===== src/rtl/tcmwb_params.svh =====
// constants for the local-memory write buffer interface
//
// Functional notes
// - each local memory port owns a two-entry write buffer of address/data pairs.
// - buffered writes leave when pushed by another write or when no read waits.
// - a write into a buffer with a free entry completes in one cycle.
// - a write to a full buffer stalls the core until an entry drains.
// - reads hitting buffered bytes get buffered data; other reads may bypass writes.
// - with strict ordering set, reads stall until the buffer is empty.
// - size code 1..13 means 1KB..4MB in powers of two; others reserved.
// - size inputs fold aliased addresses; integrator sets the real memory size.
// - one fault input per memory port, sampled only with read data.
// - a faulting data read from either memory raises a data abort.
// - a faulting fetch raises a prefetch abort only when executed.
// - full buffer hit makes no memory request, ignores fault; partial hit passes it.
// - memory may stretch a read with wait; data follows wait release, access held.
// - write data goes out with the address and holds through wait cycles.
// - each data port drives word address bits [21:3]; ports alternate on words.
// - a four-bit byte write enable steers byte and halfword writes.
// - instruction memory space goes to the local memory only while its enable is set.
// - data memory space goes local while its enable is set; drain before disabling.
`ifndef TCMWB_PARAMS_SVH
`define TCMWB_PARAMS_SVH

// ************************************************************
// sizes and address map
// ************************************************************
`define TCMWB_NUM_PORTS 3
`define TCMWB_WB_DEPTH 2
`define TCMWB_WADDR_W 20
`define TCMWB_INSTRUCTION_LOCAL_MEMORY_REGION 10'h000
`define TCMWB_DATA_LOCAL_MEMORY_REGION 10'h008
`define TCMWB_SIZE_MIN 5'h01
`define TCMWB_SIZE_MAX 5'h0d
`define TCMWB_SIZE_BASE_BITS 5'h07
`define TCMWB_ALL_BYTES 4'hf

`endif


===== src/rtl/tcmwb_pkg.sv =====
// types and helpers shared by the write buffer interface
`include "tcmwb_params.svh"
package tcmwb_pkg;

	typedef enum logic [2:0] {C_IDLE, C_RD, C_RDW, C_BUS, C_RESP} tcmwb_core_st_t;
	typedef enum logic [1:0] {S_IDLE, S_ACC, S_DATA} tcmwb_seq_st_t;

	// byte-lane overlay of new onto old
	function automatic logic [31:0] tcmwb_merge(input logic [31:0] old_d, input logic [31:0] new_d,
		input logic [3:0] be);
		logic [31:0] r;
		r = old_d;
		for (int i = 0; i < 4; i++) begin
			if (be[i]) begin
				r[i*8 +: 8] = new_d[i*8 +: 8];
			end
		end
		return r;
	endfunction

	// word-address mask for a size code; half for a data port
	function automatic logic [19:0] tcmwb_alias_mask(input logic [4:0] code, input logic half);
		logic [4:0] bits;
		bits = code + `TCMWB_SIZE_BASE_BITS - {4'h0, half};
		if (code < `TCMWB_SIZE_MIN || code > `TCMWB_SIZE_MAX) begin
			return 20'h00000;
		end
		return ~(20'hfffff << bits);
	endfunction

endpackage


===== src/rtl/tcmwb_top.sv =====
// local-memory interface with per-port write buffers and bus fallback
//
`timescale 1ns/10ps
`include "tcmwb_params.svh"
module tcmwb_top import tcmwb_pkg::*; #(
	parameter logic [9:0] INSTRUCTION_LOCAL_MEMORY_REGION = `TCMWB_INSTRUCTION_LOCAL_MEMORY_REGION,
	parameter logic [9:0] DATA_LOCAL_MEMORY_REGION = `TCMWB_DATA_LOCAL_MEMORY_REGION
) (
	input wire logic sys_clk,
	input wire logic reset_n,
	input wire logic instruction_local_memory_enable,
	input wire logic data_local_memory_enable,
	input wire logic strict_order,
	input wire logic [4:0] instr_mem_size_cfg,
	input wire logic [4:0] data_mem_size_cfg,
	input wire logic core_req,
	input wire logic core_write,
	input wire logic core_fetch,
	input wire logic [31:0] core_addr,
	input wire logic [31:0] core_wdata,
	input wire logic [3:0] core_be,
	output logic core_ready,
	output logic [31:0] core_rdata,
	output logic core_data_abort,
	output logic core_fetch_fault,
	input wire logic core_execute,
	output logic core_prefetch_abort,
	output logic wb_empty,
	output logic bus_req,
	output logic bus_write,
	output logic [31:0] bus_addr,
	output logic [31:0] bus_wdata,
	output logic [3:0] bus_be,
	input wire logic bus_ready,
	input wire logic [31:0] bus_rdata,
	output logic instr_mem_select,
	output logic instr_mem_write_not_read,
	output logic [3:0] instr_mem_byte_write_en,
	output logic [21:2] instr_mem_word_addr,
	output logic [31:0] instr_mem_wdata,
	input wire logic [31:0] instr_mem_rdata,
	input wire logic instr_mem_wait,
	input wire logic instr_mem_read_fault,
	output logic data_mem_port0_select,
	output logic data_mem_port0_write_not_read,
	output logic [3:0] data_mem_port0_byte_write_en,
	output logic [21:3] data_mem_port0_word_addr,
	output logic [31:0] data_mem_port0_wdata,
	input wire logic [31:0] data_mem_port0_rdata,
	input wire logic data_mem_port0_wait,
	input wire logic data_port0_read_fault,
	output logic data_mem_port1_select,
	output logic data_mem_port1_write_not_read,
	output logic [3:0] data_mem_port1_byte_write_en,
	output logic [21:3] data_mem_port1_word_addr,
	output logic [31:0] data_mem_port1_wdata,
	input wire logic [31:0] data_mem_port1_rdata,
	input wire logic data_mem_port1_wait,
	input wire logic data_port1_read_fault
);

	localparam int NP = `TCMWB_NUM_PORTS;
	localparam int DP = `TCMWB_WB_DEPTH;
	localparam int WA = `TCMWB_WADDR_W;

	// ************************************************************
	// declarations
	// ************************************************************
	tcmwb_core_st_t st_reg;
	logic [1:0] port_idx_reg;
	logic [WA-1:0] req_waddr_reg;
	logic req_fetch_reg;
	logic [31:0] rdata_reg;
	logic resp_fault_reg;
	logic fetch_pend_reg;
	logic prefetch_abort_reg;

	logic in_instruction_local_memory, in_data_local_memory, cur_bus;
	logic [1:0] cur_idx;
	logic [WA-1:0] cur_waddr;
	logic [WA-1:0] imask, dmask;

	logic [NP-1:0] pt_wr_valid, pt_wr_ready, pt_rd_req, pt_blocked, pt_full_hit, pt_take_hit;
	logic [NP-1:0] pt_rd_go, pt_wr_go, pt_busy, pt_wr_done, pt_rd_done, pt_rd_fault;
	logic [WA-1:0] pt_go_addr [NP];
	logic [31:0] pt_go_data [NP];
	logic [3:0] pt_go_be [NP];
	logic [31:0] pt_rd_data [NP];
	logic [31:0] fwd_data [NP];
	logic [3:0] fwd_mask [NP];

	logic [WA-1:0] ent_addr_reg [NP][DP];
	logic [31:0] ent_data_reg [NP][DP];
	logic [3:0] ent_be_reg [NP][DP];
	logic [1:0] cnt_reg [NP];
	logic [NP-1:0] head_reg;

	logic [NP-1:0] pin_sel, pin_wnr, pin_wait, pin_fault;
	logic [3:0] pin_we [NP];
	logic [WA-1:0] pin_addr [NP];
	logic [31:0] pin_wdata [NP];
	logic [31:0] pin_rdata [NP];

	// ************************************************************
	// address decode and aliasing
	// ************************************************************
	// size inputs are static straps, so masks need no synchroniser
	assign imask = tcmwb_alias_mask(instr_mem_size_cfg, 1'b0);
	assign dmask = tcmwb_alias_mask(data_mem_size_cfg, 1'b1);

	always_comb begin
		in_instruction_local_memory = (core_addr[31:22] == INSTRUCTION_LOCAL_MEMORY_REGION) && instruction_local_memory_enable;
		in_data_local_memory = (core_addr[31:22] == DATA_LOCAL_MEMORY_REGION) && data_local_memory_enable;
		cur_bus = !in_instruction_local_memory && !in_data_local_memory;
		if (in_instruction_local_memory) begin
			cur_idx = 2'd0;
			cur_waddr = core_addr[21:2] & imask;
		end else begin
			cur_idx = core_addr[2] ? 2'd2 : 2'd1;
			cur_waddr = {1'b0, core_addr[21:3]} & dmask;
		end
	end

	// ************************************************************
	// per-port write buffer and memory sequencer
	// ************************************************************
	for (genvar p = 0; p < NP; p++) begin : g_port
		logic [1:0] pidx;
		logic push, slot_new;

		assign pidx = 2'(p);
		assign pt_wr_ready[p] = (cnt_reg[p] != 2'd2);
		assign pt_wr_valid[p] = (st_reg == C_IDLE) && core_req && core_write && !cur_bus && (cur_idx == pidx);
		assign pt_rd_req[p] = (st_reg == C_RD) && (port_idx_reg == pidx);
		assign pt_blocked[p] = strict_order && (cnt_reg[p] != 2'd0);
		assign pt_full_hit[p] = (fwd_mask[p] == `TCMWB_ALL_BYTES);
		assign pt_take_hit[p] = pt_rd_req[p] && !pt_blocked[p] && pt_full_hit[p];
		assign pt_rd_go[p] = pt_rd_req[p] && !pt_blocked[p] && !pt_full_hit[p] && !pt_busy[p];
		// a waiting read goes first unless strict ordering blocks it; otherwise drain the oldest entry
		assign pt_wr_go[p] = !pt_busy[p] && (cnt_reg[p] != 2'd0) && !(pt_rd_req[p] && !pt_blocked[p]);
		assign pt_go_addr[p] = pt_wr_go[p] ? ent_addr_reg[p][head_reg[p]] : req_waddr_reg;
		assign pt_go_data[p] = ent_data_reg[p][head_reg[p]];
		assign pt_go_be[p] = pt_wr_go[p] ? ent_be_reg[p][head_reg[p]] : `TCMWB_ALL_BYTES;
		assign push = pt_wr_valid[p] && pt_wr_ready[p];
		assign slot_new = head_reg[p] ^ (cnt_reg[p] != 2'd0);

		// oldest first so the newest bytes win
		always_comb begin
			logic sl;
			sl = head_reg[p];
			fwd_data[p] = 32'h00000000;
			fwd_mask[p] = 4'h0;
			for (int k = 0; k < DP; k++) begin
				sl = head_reg[p] ^ k[0];
				if (cnt_reg[p] > 2'(k) && ent_addr_reg[p][sl] == req_waddr_reg) begin
					fwd_data[p] = tcmwb_merge(fwd_data[p], ent_data_reg[p][sl], ent_be_reg[p][sl]);
					fwd_mask[p] = fwd_mask[p] | ent_be_reg[p][sl];
				end
			end
		end

		always_ff @(posedge sys_clk or negedge reset_n) begin
			if (!reset_n) begin
				cnt_reg[p] <= 2'd0;
				head_reg[p] <= 1'b0;
			end else begin
				if (pt_wr_done[p]) begin
					head_reg[p] <= ~head_reg[p];
				end
				unique case ({push, pt_wr_done[p]})
					2'b10: cnt_reg[p] <= cnt_reg[p] + 2'd1;
					2'b01: cnt_reg[p] <= cnt_reg[p] - 2'd1;
					default: cnt_reg[p] <= cnt_reg[p];
				endcase
			end
		end

		// payload needs no reset; occupancy tells what is live
		always_ff @(posedge sys_clk) begin
			if (push) begin
				ent_addr_reg[p][slot_new] <= cur_waddr;
				ent_data_reg[p][slot_new] <= core_wdata;
				ent_be_reg[p][slot_new] <= core_be;
			end
		end

		tcmwb_mem_seq #(.AW(WA)) u_seq (
			.sys_clk(sys_clk),
			.reset_n(reset_n),
			.go(pt_rd_go[p] || pt_wr_go[p]),
			.go_write(pt_wr_go[p]),
			.go_addr(pt_go_addr[p]),
			.go_data(pt_go_data[p]),
			.go_be(pt_go_be[p]),
			.busy(pt_busy[p]),
			.wr_done(pt_wr_done[p]),
			.rd_done(pt_rd_done[p]),
			.rd_data(pt_rd_data[p]),
			.rd_fault(pt_rd_fault[p]),
			.mem_select(pin_sel[p]),
			.mem_write_not_read(pin_wnr[p]),
			.mem_byte_write_en(pin_we[p]),
			.mem_word_addr(pin_addr[p]),
			.mem_wdata(pin_wdata[p]),
			.mem_rdata(pin_rdata[p]),
			.mem_wait(pin_wait[p]),
			.mem_read_fault(pin_fault[p])
		);
	end

	// ************************************************************
	// memory pins
	// ************************************************************
	assign instr_mem_select = pin_sel[0];
	assign instr_mem_write_not_read = pin_wnr[0];
	assign instr_mem_byte_write_en = pin_we[0];
	assign instr_mem_word_addr = pin_addr[0];
	assign instr_mem_wdata = pin_wdata[0];
	assign pin_rdata[0] = instr_mem_rdata;
	assign pin_wait[0] = instr_mem_wait;
	assign pin_fault[0] = instr_mem_read_fault;

	assign data_mem_port0_select = pin_sel[1];
	assign data_mem_port0_write_not_read = pin_wnr[1];
	assign data_mem_port0_byte_write_en = pin_we[1];
	assign data_mem_port0_word_addr = pin_addr[1][18:0];
	assign data_mem_port0_wdata = pin_wdata[1];
	assign pin_rdata[1] = data_mem_port0_rdata;
	assign pin_wait[1] = data_mem_port0_wait;
	assign pin_fault[1] = data_port0_read_fault;

	assign data_mem_port1_select = pin_sel[2];
	assign data_mem_port1_write_not_read = pin_wnr[2];
	assign data_mem_port1_byte_write_en = pin_we[2];
	assign data_mem_port1_word_addr = pin_addr[2][18:0];
	assign data_mem_port1_wdata = pin_wdata[2];
	assign pin_rdata[2] = data_mem_port1_rdata;
	assign pin_wait[2] = data_mem_port1_wait;
	assign pin_fault[2] = data_port1_read_fault;

	// ************************************************************
	// core request sequencing
	// ************************************************************
	always_ff @(posedge sys_clk or negedge reset_n) begin
		if (!reset_n) begin
			st_reg <= C_IDLE;
		end else begin
			unique case (st_reg)
				C_IDLE: begin
					if (core_req && cur_bus) begin
						st_reg <= C_BUS;
					end else if (core_req && !core_write) begin
						st_reg <= C_RD;
					end
				end
				C_RD: begin
					if (pt_take_hit[port_idx_reg]) begin
						st_reg <= C_RESP;
					end else if (pt_rd_go[port_idx_reg]) begin
						st_reg <= C_RDW;
					end
				end
				C_RDW: if (pt_rd_done[port_idx_reg]) st_reg <= C_RESP;
				C_BUS: if (bus_ready) st_reg <= C_RESP;
				C_RESP: st_reg <= C_IDLE;
			endcase
		end
	end

	always_ff @(posedge sys_clk or negedge reset_n) begin
		if (!reset_n) begin
			port_idx_reg <= 2'd0;
			req_waddr_reg <= '0;
			req_fetch_reg <= 1'b0;
		end else if (st_reg == C_IDLE && core_req) begin
			port_idx_reg <= cur_idx;
			req_waddr_reg <= cur_waddr;
			req_fetch_reg <= core_fetch;
		end
	end

	// returned word, merged with any newer buffered bytes
	always_ff @(posedge sys_clk or negedge reset_n) begin
		if (!reset_n) begin
			rdata_reg <= 32'h00000000;
			resp_fault_reg <= 1'b0;
		end else if (st_reg == C_RD && pt_take_hit[port_idx_reg]) begin
			rdata_reg <= fwd_data[port_idx_reg];
			resp_fault_reg <= 1'b0;
		end else if (st_reg == C_RDW && pt_rd_done[port_idx_reg]) begin
			rdata_reg <= tcmwb_merge(pt_rd_data[port_idx_reg], fwd_data[port_idx_reg], fwd_mask[port_idx_reg]);
			resp_fault_reg <= pt_rd_fault[port_idx_reg];
		end else if (st_reg == C_BUS && bus_ready) begin
			rdata_reg <= bus_rdata;
			resp_fault_reg <= 1'b0;
		end
	end

	// ************************************************************
	// system bus fallback
	// ************************************************************
	always_ff @(posedge sys_clk or negedge reset_n) begin
		if (!reset_n) begin
			bus_req <= 1'b0;
			bus_write <= 1'b0;
			bus_addr <= 32'h00000000;
			bus_wdata <= 32'h00000000;
			bus_be <= 4'h0;
		end else if (st_reg == C_IDLE && core_req && cur_bus) begin
			bus_req <= 1'b1;
			bus_write <= core_write;
			bus_addr <= core_addr;
			bus_wdata <= core_wdata;
			bus_be <= core_be;
		end else if (st_reg == C_BUS && bus_ready) begin
			bus_req <= 1'b0;
		end
	end

	// ************************************************************
	// aborts
	// ************************************************************
	// a faulting fetch may be discarded unexecuted, so hold it pending
	always_ff @(posedge sys_clk or negedge reset_n) begin
		if (!reset_n) begin
			fetch_pend_reg <= 1'b0;
			prefetch_abort_reg <= 1'b0;
		end else begin
			prefetch_abort_reg <= core_execute && fetch_pend_reg;
			if (st_reg == C_RESP && req_fetch_reg) begin
				fetch_pend_reg <= resp_fault_reg;
			end else if (core_execute) begin
				fetch_pend_reg <= 1'b0;
			end
		end
	end

	// ************************************************************
	// core-facing outputs
	// ************************************************************
	assign core_ready = (st_reg == C_RESP) || (pt_wr_valid[cur_idx] && pt_wr_ready[cur_idx]);
	assign core_rdata = rdata_reg;
	assign core_data_abort = (st_reg == C_RESP) && resp_fault_reg && !req_fetch_reg;
	assign core_fetch_fault = (st_reg == C_RESP) && resp_fault_reg && req_fetch_reg;
	assign core_prefetch_abort = prefetch_abort_reg;
	assign wb_empty = (cnt_reg[0] == 2'd0) && (cnt_reg[1] == 2'd0) && (cnt_reg[2] == 2'd0) && !(|pt_busy);

endmodule


===== src/rtl/tcmwb_mem_seq.sv =====
// single-port memory sequencer with wait-state handling
`timescale 1ns/10ps
module tcmwb_mem_seq import tcmwb_pkg::*; #(
	parameter int AW = 20
) (
	input wire logic sys_clk,
	input wire logic reset_n,
	input wire logic go,
	input wire logic go_write,
	input wire logic [AW-1:0] go_addr,
	input wire logic [31:0] go_data,
	input wire logic [3:0] go_be,
	output logic busy,
	output logic wr_done,
	output logic rd_done,
	output logic [31:0] rd_data,
	output logic rd_fault,
	output logic mem_select,
	output logic mem_write_not_read,
	output logic [3:0] mem_byte_write_en,
	output logic [AW-1:0] mem_word_addr,
	output logic [31:0] mem_wdata,
	input wire logic [31:0] mem_rdata,
	input wire logic mem_wait,
	input wire logic mem_read_fault
);

	tcmwb_seq_st_t st_reg;

	assign busy = (st_reg != S_IDLE);
	assign wr_done = (st_reg == S_ACC) && mem_write_not_read && !mem_wait;

	// ************************************************************
	// access sequencing
	// ************************************************************
	always_ff @(posedge sys_clk or negedge reset_n) begin
		if (!reset_n) begin
			st_reg <= S_IDLE;
		end else begin
			unique case (st_reg)
				S_IDLE: if (go) st_reg <= S_ACC;
				S_ACC: if (!mem_wait) st_reg <= mem_write_not_read ? S_IDLE : S_DATA;
				S_DATA: st_reg <= S_IDLE;
			endcase
		end
	end

	// pins stay put while wait is high
	always_ff @(posedge sys_clk or negedge reset_n) begin
		if (!reset_n) begin
			mem_select <= 1'b0;
			mem_write_not_read <= 1'b0;
			mem_byte_write_en <= 4'h0;
			mem_word_addr <= '0;
			mem_wdata <= 32'h00000000;
		end else if (st_reg == S_IDLE && go) begin
			mem_select <= 1'b1;
			mem_write_not_read <= go_write;
			mem_byte_write_en <= go_write ? go_be : 4'h0;
			mem_word_addr <= go_addr;
			mem_wdata <= go_data;
		end else if (st_reg == S_ACC && !mem_wait) begin
			mem_select <= 1'b0;
			mem_byte_write_en <= 4'h0;
		end
	end

	// fault only looked at in the read data cycle
	always_ff @(posedge sys_clk or negedge reset_n) begin
		if (!reset_n) begin
			rd_done <= 1'b0;
			rd_data <= 32'h00000000;
			rd_fault <= 1'b0;
		end else begin
			rd_done <= (st_reg == S_DATA);
			if (st_reg == S_DATA) begin
				rd_data <= mem_rdata;
				rd_fault <= mem_read_fault;
			end
		end
	end

endmodule


===== config.mk =====
export PLATFORM = sky130hd
export DESIGN_NAME = tcmwb_top
export DESIGN_NICKNAME = d
export VERILOG_FILES = /design/src/rtl/tcmwb_pkg.sv /design/src/rtl/tcmwb_top.sv /design/src/rtl/tcmwb_mem_seq.sv
export VERILOG_INCLUDE_DIRS = /design/src /design/src/rtl
export SDC_FILE = /design/constraint.sdc
export NUM_CORES = 1
export LEC_CHECK = 0
export BUFFER_PORTS_ARGS = -buffer_cell sky130_fd_sc_hd__buf_2
export CELL_PAD_IN_SITES_DETAIL_PLACEMENT = 0
export CELL_PAD_IN_SITES_GLOBAL_PLACEMENT = 1
export CORE_ASPECT_RATIO = 0.6
export CORE_UTILIZATION = 42
export DETAILED_ROUTE_END_ITERATION = 7
export GPL_ROUTABILITY_DRIVEN = 0
export PLACE_DENSITY = 0.74
export SYNTH_ARGS = -nofsm -noshare
export SYNTH_HDL_FRONTEND = slang
export SYNTH_SLANG_ARGS = --single-unit

===== constraint.sdc =====
create_clock -name sys_clk -period 5.5 [get_ports sys_clk]
set_input_delay 0.55 -clock sys_clk [delete_from_list [all_inputs] [get_ports sys_clk]]
set_output_delay 0.55 -clock sys_clk [all_outputs]
set_load 0.005 [all_outputs]

==> reports/qor.txt <==
result of the run: finished clean
area of the mapped netlist: 35850 sq um
Gate Count Post-Synth: 2992
Worst EP arrival: 5.56 ns
Total Routed Length: 123100 um
Clock Skews: 0.02851 ns
die boundary width: 379.2 um
syn avg cell area: 11.98 sq um
H-tree levels: 3
count of final max-slew check failures: 0
actual slew at the worst max-slew pin: 1.308 ns
total via count after detailed routing: 26848
Peak VDD IR: 0.2841 mV
Post-CTS Setup Bufs: 0
global-route usage over all layers: 27.98%
proportion of layout cells with a drive suffix above 1: 27.54%
RSZ-0062 raised after global routing: false
max-slew headroom at the worst pin: 12.27%
Most used DFF post-synth: sky130_fd_sc_hd__dfrtp_1
initial antenna violation count: 11
Clock transition at path regs: 0.06 ns
root buffer selected by CTS: sky130_fd_sc_hd__clkbuf_16
nets@finish: 3736
critical path peak fanout: 44
routed wirelength normalized by instance count: 26.29 um
TritonCTS Buffers: 75
global route total overflow: 0
number of buffers on the longest clock path: 3
nature of the critical path startpoint: register
Area growth, synth to finish: 18.74%
count of non-filler cells in the finished layout: 4682
count of cell types in the netlist: 80
total DRC errors in the routed layout: 0
Yosys Warn Count: 0
proportion of register bits with asynchronous set or reset after synthesis: 55.56%
core box area: 84030 sq um
flip-flop count of the largest register after layout: 192
Initial Utilization: 42.66%
number of clock sinks: 756
cell accounting for the most synthesized area: sky130_fd_sc_hd__dfrtp_1
number of placed I/O pins: 501
number of global-route vias before repair: 25548
Worst EP required: 6.02 ns
Max Cap Violations: 0
die area: 86560 sq um
maximum clock rate: 198.5 MHz
PnR worst setup slack: 0.4617 ns
first-pass iteration count of the detailed router: 6
Finished Cell Area: 42560 sq um
portion of the post-synthesis area used by sequential elements: 57.47%
Final min period: 5.038 ns
worst reg2reg setup slack: 0.46 ns
number of enable flip-flop cells after synthesis: 336
path type of the worst setup path: register to register
post-placement setup slack: 0.5068 ns
total instance count after detailed placement: 4537
total power per unit cell area: 513.4 nW/um^2
register bit count reported by yosys: 756
setup total negative slack: 0 ns
# resized after CTS: 0
ratio of routed vias to standard cells: 5.734
largest net degree at the start of global routing: 123
leading cell types by total area after synthesis: sky130_fd_sc_hd__dfrtp_1 (29%), sky130_fd_sc_hd__edfxtp_1 (28%), sky130_fd_sc_hd__mux2i_1 (8.3%), sky130_fd_sc_hd__mux2_2 (6.7%), sky130_fd_sc_hd__xnor2_1 (2.9%)
leakage component of the power: 17.92 nW
filler cell count: 7545
Starting DRT DRC Count: 2835
Row Count: 82
area fraction of the dominant cell type after synthesis: 29.32%
clock latency at the later pin of the worst-skew pair: 0.66 ns
endpoint class of the critical path: register
instance area after placement: 39980 sq um
number of endpoints failing setup at the final stage: 0
Tcrit/Tclk final: 91.60%
die height: 228.3 um
Hold Vio Cnt, Final: 0
type of the most critical hold path: input pin to register
half-perimeter wire length after placement: 91500 um
TritonCTS clock tree: built
Post-Syn Nets: 3247
number of hold-repair buffers added at the cts stage: 1
wire length of the first global-routing pass: 175700 um
number of buffers inserted by port buffering: 500
post-route ant nets: 0
-- worst paths after layout --
check                      cells past startpoint                           end                          from
max                                           12                 core_rdata[5]                   head_reg[2]
min                                            2   g_port[1].u_seq.rd_data[24]      data_mem_port0_rdata[24]
max reg2reg                                   12                 core_rdata[5]                   head_reg[2]
min reg2reg                                    2  g_port[0].u_seq.mem_wdata[9]  g_port[0].u_seq.mem_wdata[9]
max in group asynchronous                      3                 bus_wdata[31]                       reset_n
min in group asynchronous                      2    g_port[0].u_seq.rd_data[2]                       reset_n
-- layout by cell type, fill, tap and decap left out, types with 15 or more instances in the layout --
cell type	Yosys	final
sky130_fd_sc_hd__dfrtp_1	420	415
sky130_fd_sc_hd__xnor2_1	117	117
sky130_fd_sc_hd__nand2_1	251	250
sky130_fd_sc_hd__xor2_1	17	17
sky130_fd_sc_hd__ha_1	33	30
sky130_fd_sc_hd__nor2_1	198	192
sky130_fd_sc_hd__nor3_1	59	57
sky130_fd_sc_hd__inv_1	52	52
sky130_fd_sc_hd__a31oi_1	20	19
sky130_fd_sc_hd__clkbuf_16	0	80
sky130_fd_sc_hd__buf_4	3	89
sky130_fd_sc_hd__edfxtp_1	336	336
sky130_fd_sc_hd__mux2_2	212	212
sky130_fd_sc_hd__nand2b_1	19	19
sky130_fd_sc_hd__nand3_1	37	37
sky130_fd_sc_hd__nor4_1	27	27
sky130_fd_sc_hd__nor2b_1	32	28
sky130_fd_sc_hd__o21ai_0	123	122
sky130_fd_sc_hd__a21oi_1	183	182
sky130_fd_sc_hd__a211oi_1	45	45
sky130_fd_sc_hd__a32o_1	15	15
sky130_fd_sc_hd__buf_2	19	499
sky130_fd_sc_hd__mux2i_1	299	299
sky130_fd_sc_hd__clkbuf_1	129	19
sky130_fd_sc_hd__a221oi_1	73	73
-- routing by layer --
layer  track usage, %  share of wire, %  wire (um)  up-vias
met5                0             0.022         27        -
met4            5.847               1.8       2175        4
met3            10.99                13      16100      132
met2            37.39                40      49030     1231
met1            42.25                45      55770    13421
li1                 -                 -          -    12060
-- cells in the mapped netlist (8+ instances only) --
library cell,number
sky130_fd_sc_hd__dfrtp_1,420
sky130_fd_sc_hd__edfxtp_1,336
sky130_fd_sc_hd__mux2i_1,299
sky130_fd_sc_hd__nand2_1,251
sky130_fd_sc_hd__mux2_2,212
sky130_fd_sc_hd__nor2_1,198
sky130_fd_sc_hd__a21oi_1,183
sky130_fd_sc_hd__clkbuf_1,129
sky130_fd_sc_hd__o21ai_0,123
sky130_fd_sc_hd__xnor2_1,117
sky130_fd_sc_hd__a221oi_1,73
sky130_fd_sc_hd__nor3_1,59
sky130_fd_sc_hd__inv_1,52
sky130_fd_sc_hd__a211oi_1,45
sky130_fd_sc_hd__nand3_1,37
sky130_fd_sc_hd__ha_1,33
sky130_fd_sc_hd__nor2b_1,32
sky130_fd_sc_hd__buf_1,29
sky130_fd_sc_hd__nor4_1,27
sky130_fd_sc_hd__a31oi_1,20
sky130_fd_sc_hd__buf_2,19
sky130_fd_sc_hd__nand2b_1,19
sky130_fd_sc_hd__xor2_1,17
sky130_fd_sc_hd__a32o_1,15
sky130_fd_sc_hd__a22oi_1,14
sky130_fd_sc_hd__a22o_1,13
sky130_fd_sc_hd__o21ai_1,13
sky130_fd_sc_hd__o22ai_1,13
sky130_fd_sc_hd__and2_1,12
sky130_fd_sc_hd__nand4_1,12
sky130_fd_sc_hd__o311ai_0,12
sky130_fd_sc_hd__o32ai_1,11
sky130_fd_sc_hd__o221ai_1,10
sky130_fd_sc_hd__a21o_1,9
sky130_fd_sc_hd__o2bb2ai_1,9
sky130_fd_sc_hd__a221o_1,8
sky130_fd_sc_hd__or3_1,8
sky130_fd_sc_hd__or4_1,8
-- where the power goes --
group / internal (mW) / switching, mW / leakage [nW]
logic: 3.48 / 4.33 / 8.55
registers: 7.35 / 1.30 / 8.12
clock network: 3.14 / 2.25 / 1.25
total: 14.0 / 7.89 / 17.9
-- area by class of cell --
cell class / instances / area (sq um) / area share, %
Clock inverter: 26 / 324.1 / 0.7614
Clock buffer: 110 / 2225 / 5.227
Multi-Input combinational cell: 1995 / 14390 / 33.80
Timing Repair Buffer: 599 / 3371 / 7.920
Inverter: 54 / 202.7 / 0.4762
Sequential cell: 756 / 20610 / 48.43
Tap cell: 1134 / 1419 / 3.334
Antenna cell: 8 / 20.02 / 0.04704
-- through the flow --
stage | hold WS, ns | total power [mW] | util (%)
global placement | 0.4559 | 16.41 | 47.58
floorplan | 0.2544 | 13.15 | -
detailed placement | 0.4646 | 16.50 | 47.58
finish | 0.1259 | 21.85 | 50.65
CTS | 0.07458 | 21.95 | 50.63
global route | 0.1084 | 23.04 | 50.63
-- logic make-up after synthesis --
family / after synthesis / synth area share (%)
flip-flops: 756 / 57.47
XOR/XNOR: 134 / 3.274
buffers and inverters: 241 / 2.761
AND/OR/NAND/NOR: 695 / 8.841
multiplexers: 511 / 15.01
adder cells (fa/ha/maj): 33 / 1.152
AO/OA/AOI/OAI: 622 / 11.49
-- critical path, cell delays in order, from the launching register on --
cell and delay, ns:
sky130_fd_sc_hd__dfrtp_4 0.91, sky130_fd_sc_hd__mux2i_1 0.31, sky130_fd_sc_hd__xnor2_1 0.09, sky130_fd_sc_hd__nor4_1 0.38, sky130_fd_sc_hd__nand4_1 0.15, sky130_fd_sc_hd__buf_4 0.20
sky130_fd_sc_hd__a211oi_4 0.74, sky130_fd_sc_hd__nor2_1 0.16, sky130_fd_sc_hd__nor3_1 0.41, sky130_fd_sc_hd__nand4_1 0.37, sky130_fd_sc_hd__and3_1 0.40, sky130_fd_sc_hd__or4_1 0.60
sky130_fd_sc_hd__o2bb2ai_1 0.16
No activity file was read; power rests on OpenSTA's default activity.
